**src/rtl/cpa_pkg.sv**
```systemverilog
// How it works
// Slot-1 presence level is inverted or not by the detect polarity bit.
// Slot-1 presence is debounced; the length comes from a 3-bit filter select.
// Any change of filtered slot-1 presence sets a sticky insertion event.
// Converter A start refused without presence; losing presence shuts it down.
// Nonzero slot-1 level starts converter A; good once output stays in range.
// Extraction, out-of-range or converter-off bit stop converter A automatically.
// Topology bit 0 selects inductor pump mode, 1 selects regulator mode.
// Software raises soft-start current only until good, then lowers it.
// Overcurrent trim bit shifts each converter's sensitivity by about 20 percent.
// Converter B starts whatever the slot-2 presence input shows.
// Nonzero converter B level starts it; good once output settles in range.
// With converter B good, a slot 2-5 level write starts its linear regulator; slot 2 also needs slot-2 presence.
// Software starts slot 2 first, then slots 3-5 one by one after good.
// Slot-2 full pinout disables slot 3 and copies slot-2 level to regulator 3.
// Activation needs presence on slots 1-2, converter B good on slots 3-5.
// Writing a slot's supply level starts that slot's activation sequence.
// Software read-clears a slot's status flags before activating it.
// Without auto reset timing, card reset follows the software control bit.
// Auto mode: 16-bit card-clock count, release at delay, clear, stop at answer.
// Card I/O is ignored for 200 card clocks after the counter starts.
// Answer before release fails: reset stays asserted, count is captured.
// Answer after release and before overflow completes, count is captured.
// Reset delay registers reset to 400 card clocks.
// No answer before counter overflow sets the slot's answer timeout flag.
// Answer start is the first card I/O falling edge sampled on card clock.
`default_nettype none

package cpa_pkg;

   localparam int NSLOT = 5;
   localparam int NSUP = 6;
   localparam int LVL_W = 2;
   localparam int CNT_W = 16;

   // ----------------------------------------------------------------------
   // register byte offsets
   // ----------------------------------------------------------------------
   localparam logic [7:0] OFF_SC1 = 8'h00;
   localparam logic [7:0] OFF_CONVB = 8'h04;
   localparam logic [7:0] OFF_SLOTS = 8'h08;
   localparam logic [7:0] OFF_RST = 8'h0c;
   localparam logic [7:0] OFF_STATUS = 8'h10;
   localparam logic [2:0] BANK_TIMER = 3'h1;
   localparam logic [2:0] BANK_CAPT = 3'h2;

   // ----------------------------------------------------------------------
   // field positions
   // ----------------------------------------------------------------------
   localparam int SC1_LVL = 0;
   localparam int SC1_POL = 2;
   localparam int SC1_FILT = 3;
   localparam int SC1_OFF = 6;
   localparam int SC1_TOPO = 7;
   localparam int SC1_SS = 8;
   localparam int SC1_TRIM = 10;
   localparam int CB_LVL = 0;
   localparam int CB_TOPO = 2;
   localparam int CB_SS = 3;
   localparam int CB_TRIM = 5;
   localparam int SL_FULL = 8;
   localparam int RST_CTRL = 0;
   localparam int RST_ART = 8;

   // ----------------------------------------------------------------------
   // reset values and timing
   // ----------------------------------------------------------------------
   localparam logic [CNT_W-1:0] TIMER_RST = 16'h0190;
   localparam logic [CNT_W-1:0] CNT_MAX = 16'hffff;
   localparam logic [7:0] IGNORE_CYC = 8'hc8;
   localparam int FILT_SHIFT = 2;
   localparam int CLK_NS = 4;
   localparam int SETTLE_NS = 1000;
   localparam int SETTLE_CYC = (SETTLE_NS + CLK_NS - 1) / CLK_NS;

   typedef enum logic [3:0] {
      ART_IDLE = 4'b0001,
      ART_WAIT = 4'b0010,
      ART_HELD = 4'b0100,
      ART_END = 4'b1000
   } cpa_art_e;

endpackage : cpa_pkg

`default_nettype wire

```
**src/rtl/cpa_card_power_ctrl.sv**
```systemverilog
`default_nettype none

module cpa_card_power_ctrl #(
   parameter int SETTLE = cpa_pkg::SETTLE_CYC
) (
   input wire logic clock_i, // 250 MHz device clock
   input wire logic rst_i, // async reset, active high
   input wire logic hsel_i, // ahb slave select
   input wire logic [31:0] haddr_i, // ahb address
   input wire logic [1:0] htrans_i, // ahb transfer type
   input wire logic hwrite_i, // ahb write
   input wire logic [2:0] hsize_i, // ahb size, word only
   input wire logic [31:0] hwdata_i, // ahb write data
   input wire logic hready_i, // ahb bus ready
   output logic [31:0] hrdata_o, // ahb read data
   output logic hreadyout_o, // ahb slave ready
   output logic hresp_o, // ahb response, always okay
   input wire logic card_detect_in_1_i, // slot-1 presence contact
   input wire logic card_detect_in_2_i, // slot-2 presence, high = card
   input wire logic [5:0] supply_in_range_i, // a, b, slots 2..5 in range
   input wire logic [4:0] card_clk_i, // card clocks, slots 1..5
   input wire logic [4:0] card_io_line_i, // card i/o levels, slots 1..5
   output logic conv_a_run_o, // converter a enable
   output logic [1:0] conv_a_level_o, // converter a level code
   output logic conv_a_topology_sel_o, // 0 pump, 1 regulator
   output logic [1:0] conv_a_softstart_level_o, // start-up current step
   output logic conv_a_overcurrent_trim_o, // overcurrent shift
   output logic conv_b_run_o, // converter b enable
   output logic [1:0] conv_b_level_o, // converter b level code
   output logic conv_b_topology_sel_o, // 0 pump, 1 regulator
   output logic [1:0] conv_b_softstart_level_o, // start-up current step
   output logic conv_b_overcurrent_trim_o, // overcurrent shift
   output logic [3:0] slot_linear_reg_o, // regulator enables, slots 2..5
   output logic [7:0] slot_supply_sel_o, // regulator level codes
   output logic [4:0] card_reset_out_o // card reset, high = released
);

   localparam int N = cpa_pkg::NSLOT;
   localparam int LW = cpa_pkg::LVL_W;
   localparam int CW = cpa_pkg::CNT_W;

   // -------------------------------------------------------------------------
   // ahb-lite slave
   // -------------------------------------------------------------------------
   logic wr_pend;
   logic [7:0] wr_addr;
   logic [31:0] rd_word;
   wire take = hsel_i & htrans_i[1] & hready_i;
   wire rd_take = take & ~hwrite_i;
   wire hi_zero = (haddr_i[31:8] == 24'h000000);
   wire [7:0] rd_addr = haddr_i[7:0];
   wire rd_status = rd_take & hi_zero & (rd_addr == cpa_pkg::OFF_STATUS);
   wire [31:0] wd = hwdata_i;

   function automatic logic hit(input logic [7:0] a, input logic [7:0] off);
      hit = (a == off);
   endfunction

   function automatic logic bank_hit(input logic [7:0] a,
                                     input logic [2:0] bank);
      bank_hit = (a[7:5] == bank) && (a[1:0] == 2'h0) && (a[4:2] < 3'h5);
   endfunction

   wire wr_sc1 = wr_pend & hit(wr_addr, cpa_pkg::OFF_SC1);
   wire wr_cb = wr_pend & hit(wr_addr, cpa_pkg::OFF_CONVB);
   wire wr_sl = wr_pend & hit(wr_addr, cpa_pkg::OFF_SLOTS);
   wire wr_rst = wr_pend & hit(wr_addr, cpa_pkg::OFF_RST);
   wire wr_tim = wr_pend & bank_hit(wr_addr, cpa_pkg::BANK_TIMER);
   wire [2:0] wr_idx = wr_addr[4:2];

   always_ff @(posedge clock_i or posedge rst_i) begin
      if (rst_i) begin
         wr_pend <= 1'b0;
         wr_addr <= 8'h00;
         hrdata_o <= 32'h00000000;
         hreadyout_o <= 1'b0;
         hresp_o <= 1'b0;
      end else begin
         wr_pend <= take & hwrite_i & hi_zero;
         wr_addr <= rd_addr;
         hreadyout_o <= 1'b1;
         hresp_o <= 1'b0;
         if (rd_take) begin
            hrdata_o <= hi_zero ? rd_word : 32'h00000000;
         end
      end
   end

   // -------------------------------------------------------------------------
   // configuration registers
   // -------------------------------------------------------------------------
   logic [LW-1:0] a_lvl, b_lvl;
   logic [LW-1:0] slot_lvl [4];
   logic pol1, a_off, a_topo, a_trim, b_topo, b_trim, full2;
   logic [2:0] filt1;
   logic [1:0] a_ss, b_ss;
   logic [N-1:0] rst_ctrl, art_en;
   logic [CW-1:0] timer [N];
   logic present1, present2;
   logic [cpa_pkg::NSUP-1:0] good;
   logic [N-1:0] permit;
   wire conv_b_good = good[1];

   wire [LW-1:0] w_a_lvl = wd[cpa_pkg::SC1_LVL +: LW];
   wire w_a_off = wd[cpa_pkg::SC1_OFF];
   // refuse start
   wire a_start_ok = present1 & ~w_a_off;
   // auto stop
   wire a_run = (a_lvl != 2'h0);
   wire deact_a = a_run & (~present1 | a_off | (good[0] & ~supply_in_range_i[0]));

   always_ff @(posedge clock_i or posedge rst_i) begin
      if (rst_i) begin
         a_lvl <= 2'h0;
         {pol1, filt1, a_off, a_topo, a_ss, a_trim} <= 9'h000;
      end else if (wr_sc1) begin
         // start converter a
         a_lvl <= (a_start_ok & ~deact_a) ? w_a_lvl : 2'h0;
         pol1 <= wd[cpa_pkg::SC1_POL];
         filt1 <= wd[cpa_pkg::SC1_FILT +: 3];
         a_off <= w_a_off;
         a_topo <= wd[cpa_pkg::SC1_TOPO];
         a_ss <= wd[cpa_pkg::SC1_SS +: 2];
         a_trim <= wd[cpa_pkg::SC1_TRIM];
      end else if (deact_a) begin
         // auto stop
         a_lvl <= 2'h0;
      end
   end

   always_ff @(posedge clock_i or posedge rst_i) begin
      if (rst_i) begin
         {b_lvl, b_topo, b_ss, b_trim} <= 6'h00;
      end else if (wr_cb) begin
         // no presence check
         // start converter b
         b_lvl <= wd[cpa_pkg::CB_LVL +: LW];
         b_topo <= wd[cpa_pkg::CB_TOPO];
         b_ss <= wd[cpa_pkg::CB_SS +: 2];
         b_trim <= wd[cpa_pkg::CB_TRIM];
      end
   end

   // regulator start gate
   wire [3:0] sl_ok = {{3{conv_b_good}}, conv_b_good & present2};

   always_ff @(posedge clock_i or posedge rst_i) begin
      if (rst_i) begin
         for (int i = 0; i < 4; i++) begin
            slot_lvl[i] <= 2'h0;
         end
         full2 <= 1'b0;
      end else if (wr_sl) begin
         for (int i = 0; i < 4; i++) begin
            // level write starts slot
            if (sl_ok[i] || (wd[i*LW +: LW] == 2'h0)) begin
               slot_lvl[i] <= wd[i*LW +: LW];
            end
         end
         full2 <= wd[cpa_pkg::SL_FULL];
      end
   end

   always_ff @(posedge clock_i or posedge rst_i) begin
      if (rst_i) begin
         rst_ctrl <= 5'h00;
         art_en <= 5'h00;
         for (int i = 0; i < N; i++) begin
            // delay reset value
            timer[i] <= cpa_pkg::TIMER_RST;
         end
      end else begin
         if (wr_rst) begin
            rst_ctrl <= wd[cpa_pkg::RST_CTRL +: N];
            art_en <= wd[cpa_pkg::RST_ART +: N];
         end else if (deact_a) begin
            rst_ctrl[0] <= 1'b0;
         end
         if (wr_tim) begin
            timer[wr_idx] <= wd[CW-1:0];
         end
      end
   end

   // -------------------------------------------------------------------------
   // slot-1 presence filter
   // -------------------------------------------------------------------------
   logic [15:0] filt_cnt;
   logic ins_evt;
   // polarity select
   wire raw1 = pol1 ? card_detect_in_1_i : ~card_detect_in_1_i;
   // filter length
   wire [15:0] filt_len = 16'h0001 << (filt1 * cpa_pkg::FILT_SHIFT);
   wire filt_flip = (raw1 != present1) && (filt_cnt + 16'h0001 >= filt_len);

   always_ff @(posedge clock_i or posedge rst_i) begin
      if (rst_i) begin
         filt_cnt <= 16'h0000;
         present1 <= 1'b0;
         present2 <= 1'b0;
      end else begin
         present2 <= card_detect_in_2_i;
         if (raw1 == present1 || filt_flip) begin
            filt_cnt <= 16'h0000;
         end else begin
            filt_cnt <= filt_cnt + 16'h0001;
         end
         if (filt_flip) begin
            present1 <= raw1;
         end
      end
   end

   // -------------------------------------------------------------------------
   // supply good detection
   // -------------------------------------------------------------------------
   wire [LW-1:0] lvl3 = full2 ? slot_lvl[0] : slot_lvl[1];
   wire [cpa_pkg::NSUP-1:0] running = {slot_lvl[3] != 2'h0,
      slot_lvl[2] != 2'h0, lvl3 != 2'h0, slot_lvl[0] != 2'h0,
      b_lvl != 2'h0, a_run};

   genvar k;
   generate
      for (k = 0; k < cpa_pkg::NSUP; k++) begin : g_good
         logic [15:0] settle_cnt;
         always_ff @(posedge clock_i or posedge rst_i) begin
            if (rst_i) begin
               settle_cnt <= 16'h0000;
               good[k] <= 1'b0;
            end else if (!running[k] || !supply_in_range_i[k]) begin
               settle_cnt <= 16'h0000;
               good[k] <= 1'b0;
            end else if (settle_cnt >= 16'(SETTLE - 1)) begin
               // good after settle
               // good after settle
               good[k] <= 1'b1;
            end else begin
               settle_cnt <= settle_cnt + 16'h0001;
            end
         end
      end
   endgenerate

   // -------------------------------------------------------------------------
   // automatic reset timing, one engine per slot
   // -------------------------------------------------------------------------
   // activation permission
   // slot 3 disabled
   assign permit = {conv_b_good, conv_b_good, conv_b_good & ~full2,
                    present2, present1};
   wire [N-1:0] ctrl_eff = rst_ctrl & permit;
   logic [N-1:0] rel, ev_fail, ev_done, ev_tout;
   logic [CW-1:0] capt [N];

   genvar g;
   generate
      for (g = 0; g < N; g++) begin : g_art
         cpa_pkg::cpa_art_e state;
         logic clk_q, io_q;
         logic [CW-1:0] cnt, cap;
         logic [7:0] ign;
         wire ck_rise = card_clk_i[g] & ~clk_q;
         // answer start edge
         wire io_fall = ck_rise & io_q & ~card_io_line_i[g];
         // ignore window
         wire ign_done = (ign >= cpa_pkg::IGNORE_CYC);
         wire answer = io_fall & ign_done;
         wire active = art_en[g] & ctrl_eff[g];
         assign capt[g] = cap;
         assign ev_fail[g] = (state == cpa_pkg::ART_WAIT) & ck_rise & answer;
         assign ev_done[g] = (state == cpa_pkg::ART_HELD) & ck_rise & answer;
         assign ev_tout[g] = (state == cpa_pkg::ART_HELD) & ck_rise &
                             ~answer & (cnt == cpa_pkg::CNT_MAX);

         always_ff @(posedge clock_i or posedge rst_i) begin
            if (rst_i) begin
               clk_q <= 1'b0;
               io_q <= 1'b1;
            end else begin
               clk_q <= card_clk_i[g];
               if (ck_rise) begin
                  io_q <= card_io_line_i[g];
               end
            end
         end

         always_ff @(posedge clock_i or posedge rst_i) begin
            if (rst_i) begin
               state <= cpa_pkg::ART_IDLE;
               cnt <= 16'h0000;
               ign <= 8'h00;
               rel[g] <= 1'b0;
               cap <= 16'h0000;
            end else if (!active) begin
               state <= cpa_pkg::ART_IDLE;
               cnt <= 16'h0000;
               ign <= 8'h00;
               rel[g] <= 1'b0;
            end else begin
               if (ck_rise && !ign_done) begin
                  ign <= ign + 8'h01;
               end
               case (state)
                  cpa_pkg::ART_IDLE: begin
                     // counter start
                     state <= cpa_pkg::ART_WAIT;
                  end
                  cpa_pkg::ART_WAIT: begin
                     if (ck_rise && answer) begin
                        // early answer fails
                        cap <= cnt;
                        state <= cpa_pkg::ART_END;
                     end else if (ck_rise && cnt == timer[g]) begin
                        // release and clear
                        rel[g] <= 1'b1;
                        cnt <= 16'h0000;
                        state <= cpa_pkg::ART_HELD;
                     end else if (ck_rise) begin
                        cnt <= cnt + 16'h0001;
                     end
                  end
                  cpa_pkg::ART_HELD: begin
                     if (ck_rise && answer) begin
                        // answer captured
                        cap <= cnt;
                        state <= cpa_pkg::ART_END;
                     end else if (ck_rise && cnt == cpa_pkg::CNT_MAX) begin
                        // overflow ends wait
                        state <= cpa_pkg::ART_END;
                     end else if (ck_rise) begin
                        cnt <= cnt + 16'h0001;
                     end
                  end
                  cpa_pkg::ART_END: begin
                     state <= cpa_pkg::ART_END;
                  end
                  default: begin
                     state <= cpa_pkg::ART_IDLE;
                  end
               endcase
            end
         end
      end
   endgenerate

   // -------------------------------------------------------------------------
   // sticky status flags, set wins over read-clear
   // -------------------------------------------------------------------------
   logic [N-1:0] tout_flag, fail_flag, done_flag;
   wire clr = rd_status;

   always_ff @(posedge clock_i or posedge rst_i) begin
      if (rst_i) begin
         ins_evt <= 1'b0;
         tout_flag <= 5'h00;
         fail_flag <= 5'h00;
         done_flag <= 5'h00;
      end else begin
         // insertion event
         ins_evt <= (ins_evt & ~clr) | filt_flip;
         // timeout flag
         tout_flag <= (tout_flag & {N{~clr}}) | ev_tout;
         fail_flag <= (fail_flag & {N{~clr}}) | ev_fail;
         done_flag <= (done_flag & {N{~clr}}) | ev_done;
      end
   end

   // -------------------------------------------------------------------------
   // read mux
   // -------------------------------------------------------------------------
   wire [2:0] rd_idx = rd_addr[4:2];
   wire [31:0] rd_sc1 = {21'h000000, a_trim, a_ss, a_topo, a_off, filt1,
                         pol1, a_lvl};
   wire [31:0] rd_cb = {26'h0000000, b_trim, b_ss, b_topo, b_lvl};
   wire [31:0] rd_sl = {23'h000000, full2, slot_lvl[3], slot_lvl[2],
                        slot_lvl[1], slot_lvl[0]};
   wire [31:0] rd_rs = {19'h00000, art_en, 3'h0, rst_ctrl};
   wire [31:0] rd_st = {8'h00, done_flag, fail_flag, tout_flag, ins_evt,
                        good, present2, present1};

   assign rd_word =
      hit(rd_addr, cpa_pkg::OFF_SC1) ? rd_sc1 :
      hit(rd_addr, cpa_pkg::OFF_CONVB) ? rd_cb :
      hit(rd_addr, cpa_pkg::OFF_SLOTS) ? rd_sl :
      hit(rd_addr, cpa_pkg::OFF_RST) ? rd_rs :
      hit(rd_addr, cpa_pkg::OFF_STATUS) ? rd_st :
      bank_hit(rd_addr, cpa_pkg::BANK_TIMER) ? {16'h0000, timer[rd_idx]} :
      bank_hit(rd_addr, cpa_pkg::BANK_CAPT) ? {16'h0000, capt[rd_idx]} :
      32'h00000000;

   // -------------------------------------------------------------------------
   // registered outputs
   // -------------------------------------------------------------------------
   // direct or automatic reset
   wire [N-1:0] next_reset = (art_en & rel) | (~art_en & ctrl_eff);
   // regulator 3 follows 2
   wire [7:0] next_sel = {slot_lvl[3], slot_lvl[2], lvl3, slot_lvl[0]};

   always_ff @(posedge clock_i or posedge rst_i) begin
      if (rst_i) begin
         conv_a_run_o <= 1'b0;
         conv_a_level_o <= 2'h0;
         conv_a_topology_sel_o <= 1'b0;
         conv_a_softstart_level_o <= 2'h0;
         conv_a_overcurrent_trim_o <= 1'b0;
         conv_b_run_o <= 1'b0;
         conv_b_level_o <= 2'h0;
         conv_b_topology_sel_o <= 1'b0;
         conv_b_softstart_level_o <= 2'h0;
         conv_b_overcurrent_trim_o <= 1'b0;
         slot_linear_reg_o <= 4'h0;
         slot_supply_sel_o <= 8'h00;
         card_reset_out_o <= 5'h00;
      end else begin
         conv_a_run_o <= a_run;
         conv_a_level_o <= a_lvl;
         // topology select
         conv_a_topology_sel_o <= a_topo;
         conv_a_softstart_level_o <= a_ss;
         // overcurrent trim
         conv_a_overcurrent_trim_o <= a_trim;
         conv_b_run_o <= running[1];
         conv_b_level_o <= b_lvl;
         conv_b_topology_sel_o <= b_topo;
         conv_b_softstart_level_o <= b_ss;
         conv_b_overcurrent_trim_o <= b_trim;
         // regulator enables
         slot_linear_reg_o <= running[5:2];
         slot_supply_sel_o <= next_sel;
         card_reset_out_o <= next_reset;
      end
   end

endmodule : cpa_card_power_ctrl

`default_nettype wire

```
**config.mk**
```make
export PLATFORM = sky130hd
export DESIGN_NAME = cpa_card_power_ctrl
export DESIGN_NICKNAME = d
export VERILOG_FILES = /design/src/rtl/cpa_pkg.sv /design/src/rtl/cpa_card_power_ctrl.sv
export SDC_FILE = /design/constraint.sdc
export NUM_CORES = 1
export LEC_CHECK = 0
export BUFFER_PORTS_ARGS = -buffer_cell sky130_fd_sc_hd__clkbuf_2
export CORE_MARGIN = 2
export CORE_UTILIZATION = 60
export DETAILED_ROUTE_END_ITERATION = 7
export MAX_ROUTING_LAYER = met4
export PLACE_DENSITY = 0.82
export SETUP_SLACK_MARGIN = 0.2
export SYNTH_ARGS = -nofsm -noshare
export SYNTH_HDL_FRONTEND = slang
export SYNTH_SLANG_ARGS = --single-unit
```
**constraint.sdc**
```tcl
create_clock -name clock_i -period 30.8 [get_ports clock_i]
set_clock_uncertainty 0.2 [all_clocks]
set_input_delay 3.08 -clock clock_i [delete_from_list [all_inputs] [get_ports clock_i]]
set_output_delay 3.08 -clock clock_i [all_outputs]
set_load 0.005 [all_outputs]
```
==> results by group <==
GRT
  • First-pass GRT wire length: 116400 µm
  • Tot GR Track Use: 32.67%
  • Total grt overflow: 0
  • Initial antenna violation count: 2
  • Number of global-route vias before repair: 20690
  • Largest net degree at the start of global routing: between 100 and 150

Clock network
  • Clk slew on worst S/H paths: 0.06 ns
  • CTS tree: yes
  • CTS Sinks: 552
  • CTS root buf: clkbuf_16
  • Hold buffers post-CTS: 0
  • TritonCTS Buffers: 55
  • Post-CTS Setup Bufs: 0
  • CTS resizes: 0
  • CTS H-tree depth: 2
  • Clk_lat worst skew: ~0.61 ns
  • CTS max path bufs: 3

Floorplanning
  • Vert. Die Dim: 216.8 µm
  • Die width: 216.8 µm
  • I/O pin count: roughly 160
  • Total die area: 47020 µm²
  • Core area: ~45000 µm²
  • Rows: 77
  • Starting Density: 61.07%

Setup path
  • Worst path bufs/invs: 3
  • WP data arrival: roughly 6.1 ns
  • Reg2reg start: filt_cnt[0]$_DFF_PP0_
  • Largest stage delay on the critical path: 0.69 ns
  • Worst Setup SP: haddr_i[2]
  • Crit path launch type: primary input
  • Setup CP Type: in -> reg
  • CP endpoint kind: flip-flop
  • CP top delay family: simple AND/OR/NAND/NOR gates
  • Crit-path max FO: 64
  • Critical-path cell with the highest stage delay: nand2_1
  • CP Data Required Time: 31.10 ns
  • CP Cell Sequence: clkbuf_2, buf_4, nor2_1, buf_4, nand2_1, nor2_1, nand2_1, a22o_1

Logic synthesis
  • Post-synthesis cell type count: 93
  • Predominant post-synthesis flop cell: dfrtp_1
  • Syn Area/Cell: 10.78 µm²
  • Seq cells post-synth: 552
  • Synth area leader: dfrtp_1
  • Ys Warns: 0
  • Synth Instances: 2522
  • Synth area leaders: dfrtp_1 (49%), mux2_2 (8.0%), xor2_1 (4.8%), nor2_1 (3.4%), dfstp_2 (2.4%)
  • Seq/Total Area, Yosys: 50.93%
  • EDFF count, synth: 0
  • Synth async-reset ratio: 100.0%
  • Mapped Area: 27180 µm²
  • Post-synth top area share: around half

Final layout
  • FILL cells: 3175
  • Most frequent cells in the layout: dfrtp_1 (527), nor2_1 (246), mux2_2 (194), nand2_1 (168), xor2_1 (149)
  • Leading cell type in the layout, fill and taps excluded: dfrtp_1
  • Share of cells above drive strength 1: 19.64%
  • Fin nets: approximately 2700
  • Area grow syn2layout: 10.37%

Routing
  • Number of routed nets with antenna violations: 0
  • DRT iter0 DRCs: 2366
  • Post-DR wirelength/cell: 22.69 µm
  • Drt pass-1 iters: 6
  • Post-detailed-route DRC marker count: 0
  • DR vias/cell: around 6.4
  • Routed via count: about 21000
  • DRT Wirelength: 73350 µm

STA
  • Fin crit share: between 10% and 20%
  • Crit path setup slack, layout: 25.03 ns
  • Rel. slew slack: 19.69%
  • Final Setup Violations: 0
  • Tmin final: just under 6 ns
  • Worst Max-Slew Pin Slew: ~1.2 ns
  • FMAX: 0.1734 GHz
  • Final Hold Fails: 0
  • Fin. max-slew vios: 0
  • Hold Slack: between 0.15 and 0.2 ns
  • RSZ-0062 raised after global routing: no
  • Setup TNS: 0 ns

Worst hold path
  • Worst min-delay path category: reg -> reg
  • Critical hold path startpoint: a_topo$_DFFE_PP0P_

Placed design
  • Post-DP HPWL: a little over 50000 µm
  • PortBufs: 127
  • GP Congestion: just under 1
  • Pre-CTS setup slack: 24.49 ns

Flow run
  • Max-cap viol count: 0

Pwr
  • Pwr/cell area: slightly above 50 nW/µm²
  • Peak VDD IR: 0.04892 mV
  • Leakage: 13.31 nW
  • Tot Pwr: 0.001523 W

Status
  • Run status: finished, final reports clean
## synth_stat cells (55+ instances only)
library cell  instances
nand2_1             168
and3_1               78
dfrtp_1             527
nand3_1              66
inv_1                55
xnor2_1              73
o21ai_0              88
xor2_1              149
a21oi_1             105
nor2_1              246
nor4_1               55
mux2_2              194
clkbuf_1             79
## worst reg2reg max path: cells and delay by family, from the launching register on
kind / cells / cell delay [ns]
AOI/OAI and AO/OA: 6 / 1.66
xor gates and xnor gates: 1 / 0.16
adders and majority gates: 2 / 0.51
DFF: 1 / 0.46
and+or+nand+nor: 2 / 0.30
## state kept, by name, indices dropped and copies added (netlist names), 8 cells and up
register	count
filt_cnt	16
g_art.cap	80
g_art.cnt	80
g_art.ign	40
g_art.state	20
g_good.settle_cnt	96
hrdata_o	24
slot_supply_sel_o	8
timer	80
wr_addr	8
## power breakdown
| group | internal (W) | switching, W | total [W] |
|---|---|---|---|
| clock network | 0.000407 | 0.000291 | 0.000698 |
| logic | 0.0000254 | 0.0000507 | 0.0000761 |
| registers | 0.000737 | 0.0000126 | 0.000750 |
## per-layer routing
layer | global-route usage [%] | wire (µm)
met5 | - | 0
met2 | 50.31 | 34050
met1 | 41.88 | 28920
met3 | 5.996 | 6179
met4 | 16.51 | 4196
## stage by stage
| step | instances | cell area [µm²] | util (%) |
|---|---|---|---|
| 4_1_cts | 3230 | 29990 | 67.38 |
| 2_1_floorplan | 2531 | 27210 | - |
| 5_1_grt | 3232 | 30000 | 67.39 |
| 3_3_place_gp | 3128 | 28120 | 63.18 |
| 6_report | 3233 | 30000 | 67.40 |
| 3_5_place_dp | 3128 | 28120 | 63.18 |
## worst paths after layout
path | endpoint | slack [ns] | depth (start not counted)
max in group asynchronous | hrdata_o[5]$_DFFE_PP0P_ | 25.65 | 4
worst max register to register | filt_cnt[9]$_DFF_PP0_ | 27.45 | 11
worst min-delay path | conv_a_topology_sel_o$_DFF_PP0_ | 0.20 | 0
worst min register to register | conv_a_topology_sel_o$_DFF_PP0_ | 0.20 | 0
min in group asynchronous | g_art[4].ign[7]$_DFFE_PP0P_ | 2.46 | 2
worst max-delay path | fail_flag[3]$_DFF_PP0_ | 25.03 | 8
## kinds of logic (layout without fill, tap and decap cells)
logic type | count (synthesis) | in the layout | share of synthesized area (%)
multiplexers | 239 | 239 | 10.66
flip-flops | 552 | 552 | 50.93
AO/OA/AOI/OAI | 390 | 390 | 9.754
other | 2 | 14 | 0.02763
adder cells (fa/ha/maj) | 42 | 42 | 1.933
AND/OR/NAND/NOR | 878 | 878 | 16.47
buffers and inverters | 197 | 304 | 3.061
XOR/XNOR | 222 | 222 | 7.153
## final cells by class
class	count	area [µm²]	share of cell area (%)
flip-flops and latches	552	13840	46.15
multi-input cells	1782	12540	41.81
clock buffers	78	1575	5.251
repair buffers	145	770.7	2.569
well taps	592	740.7	2.469
clock inverters	24	295.3	0.9843
inverters	57	221.5	0.7382
diodes	3	7.507	0.02503
No activity file was read; power rests on OpenSTA's default activity.
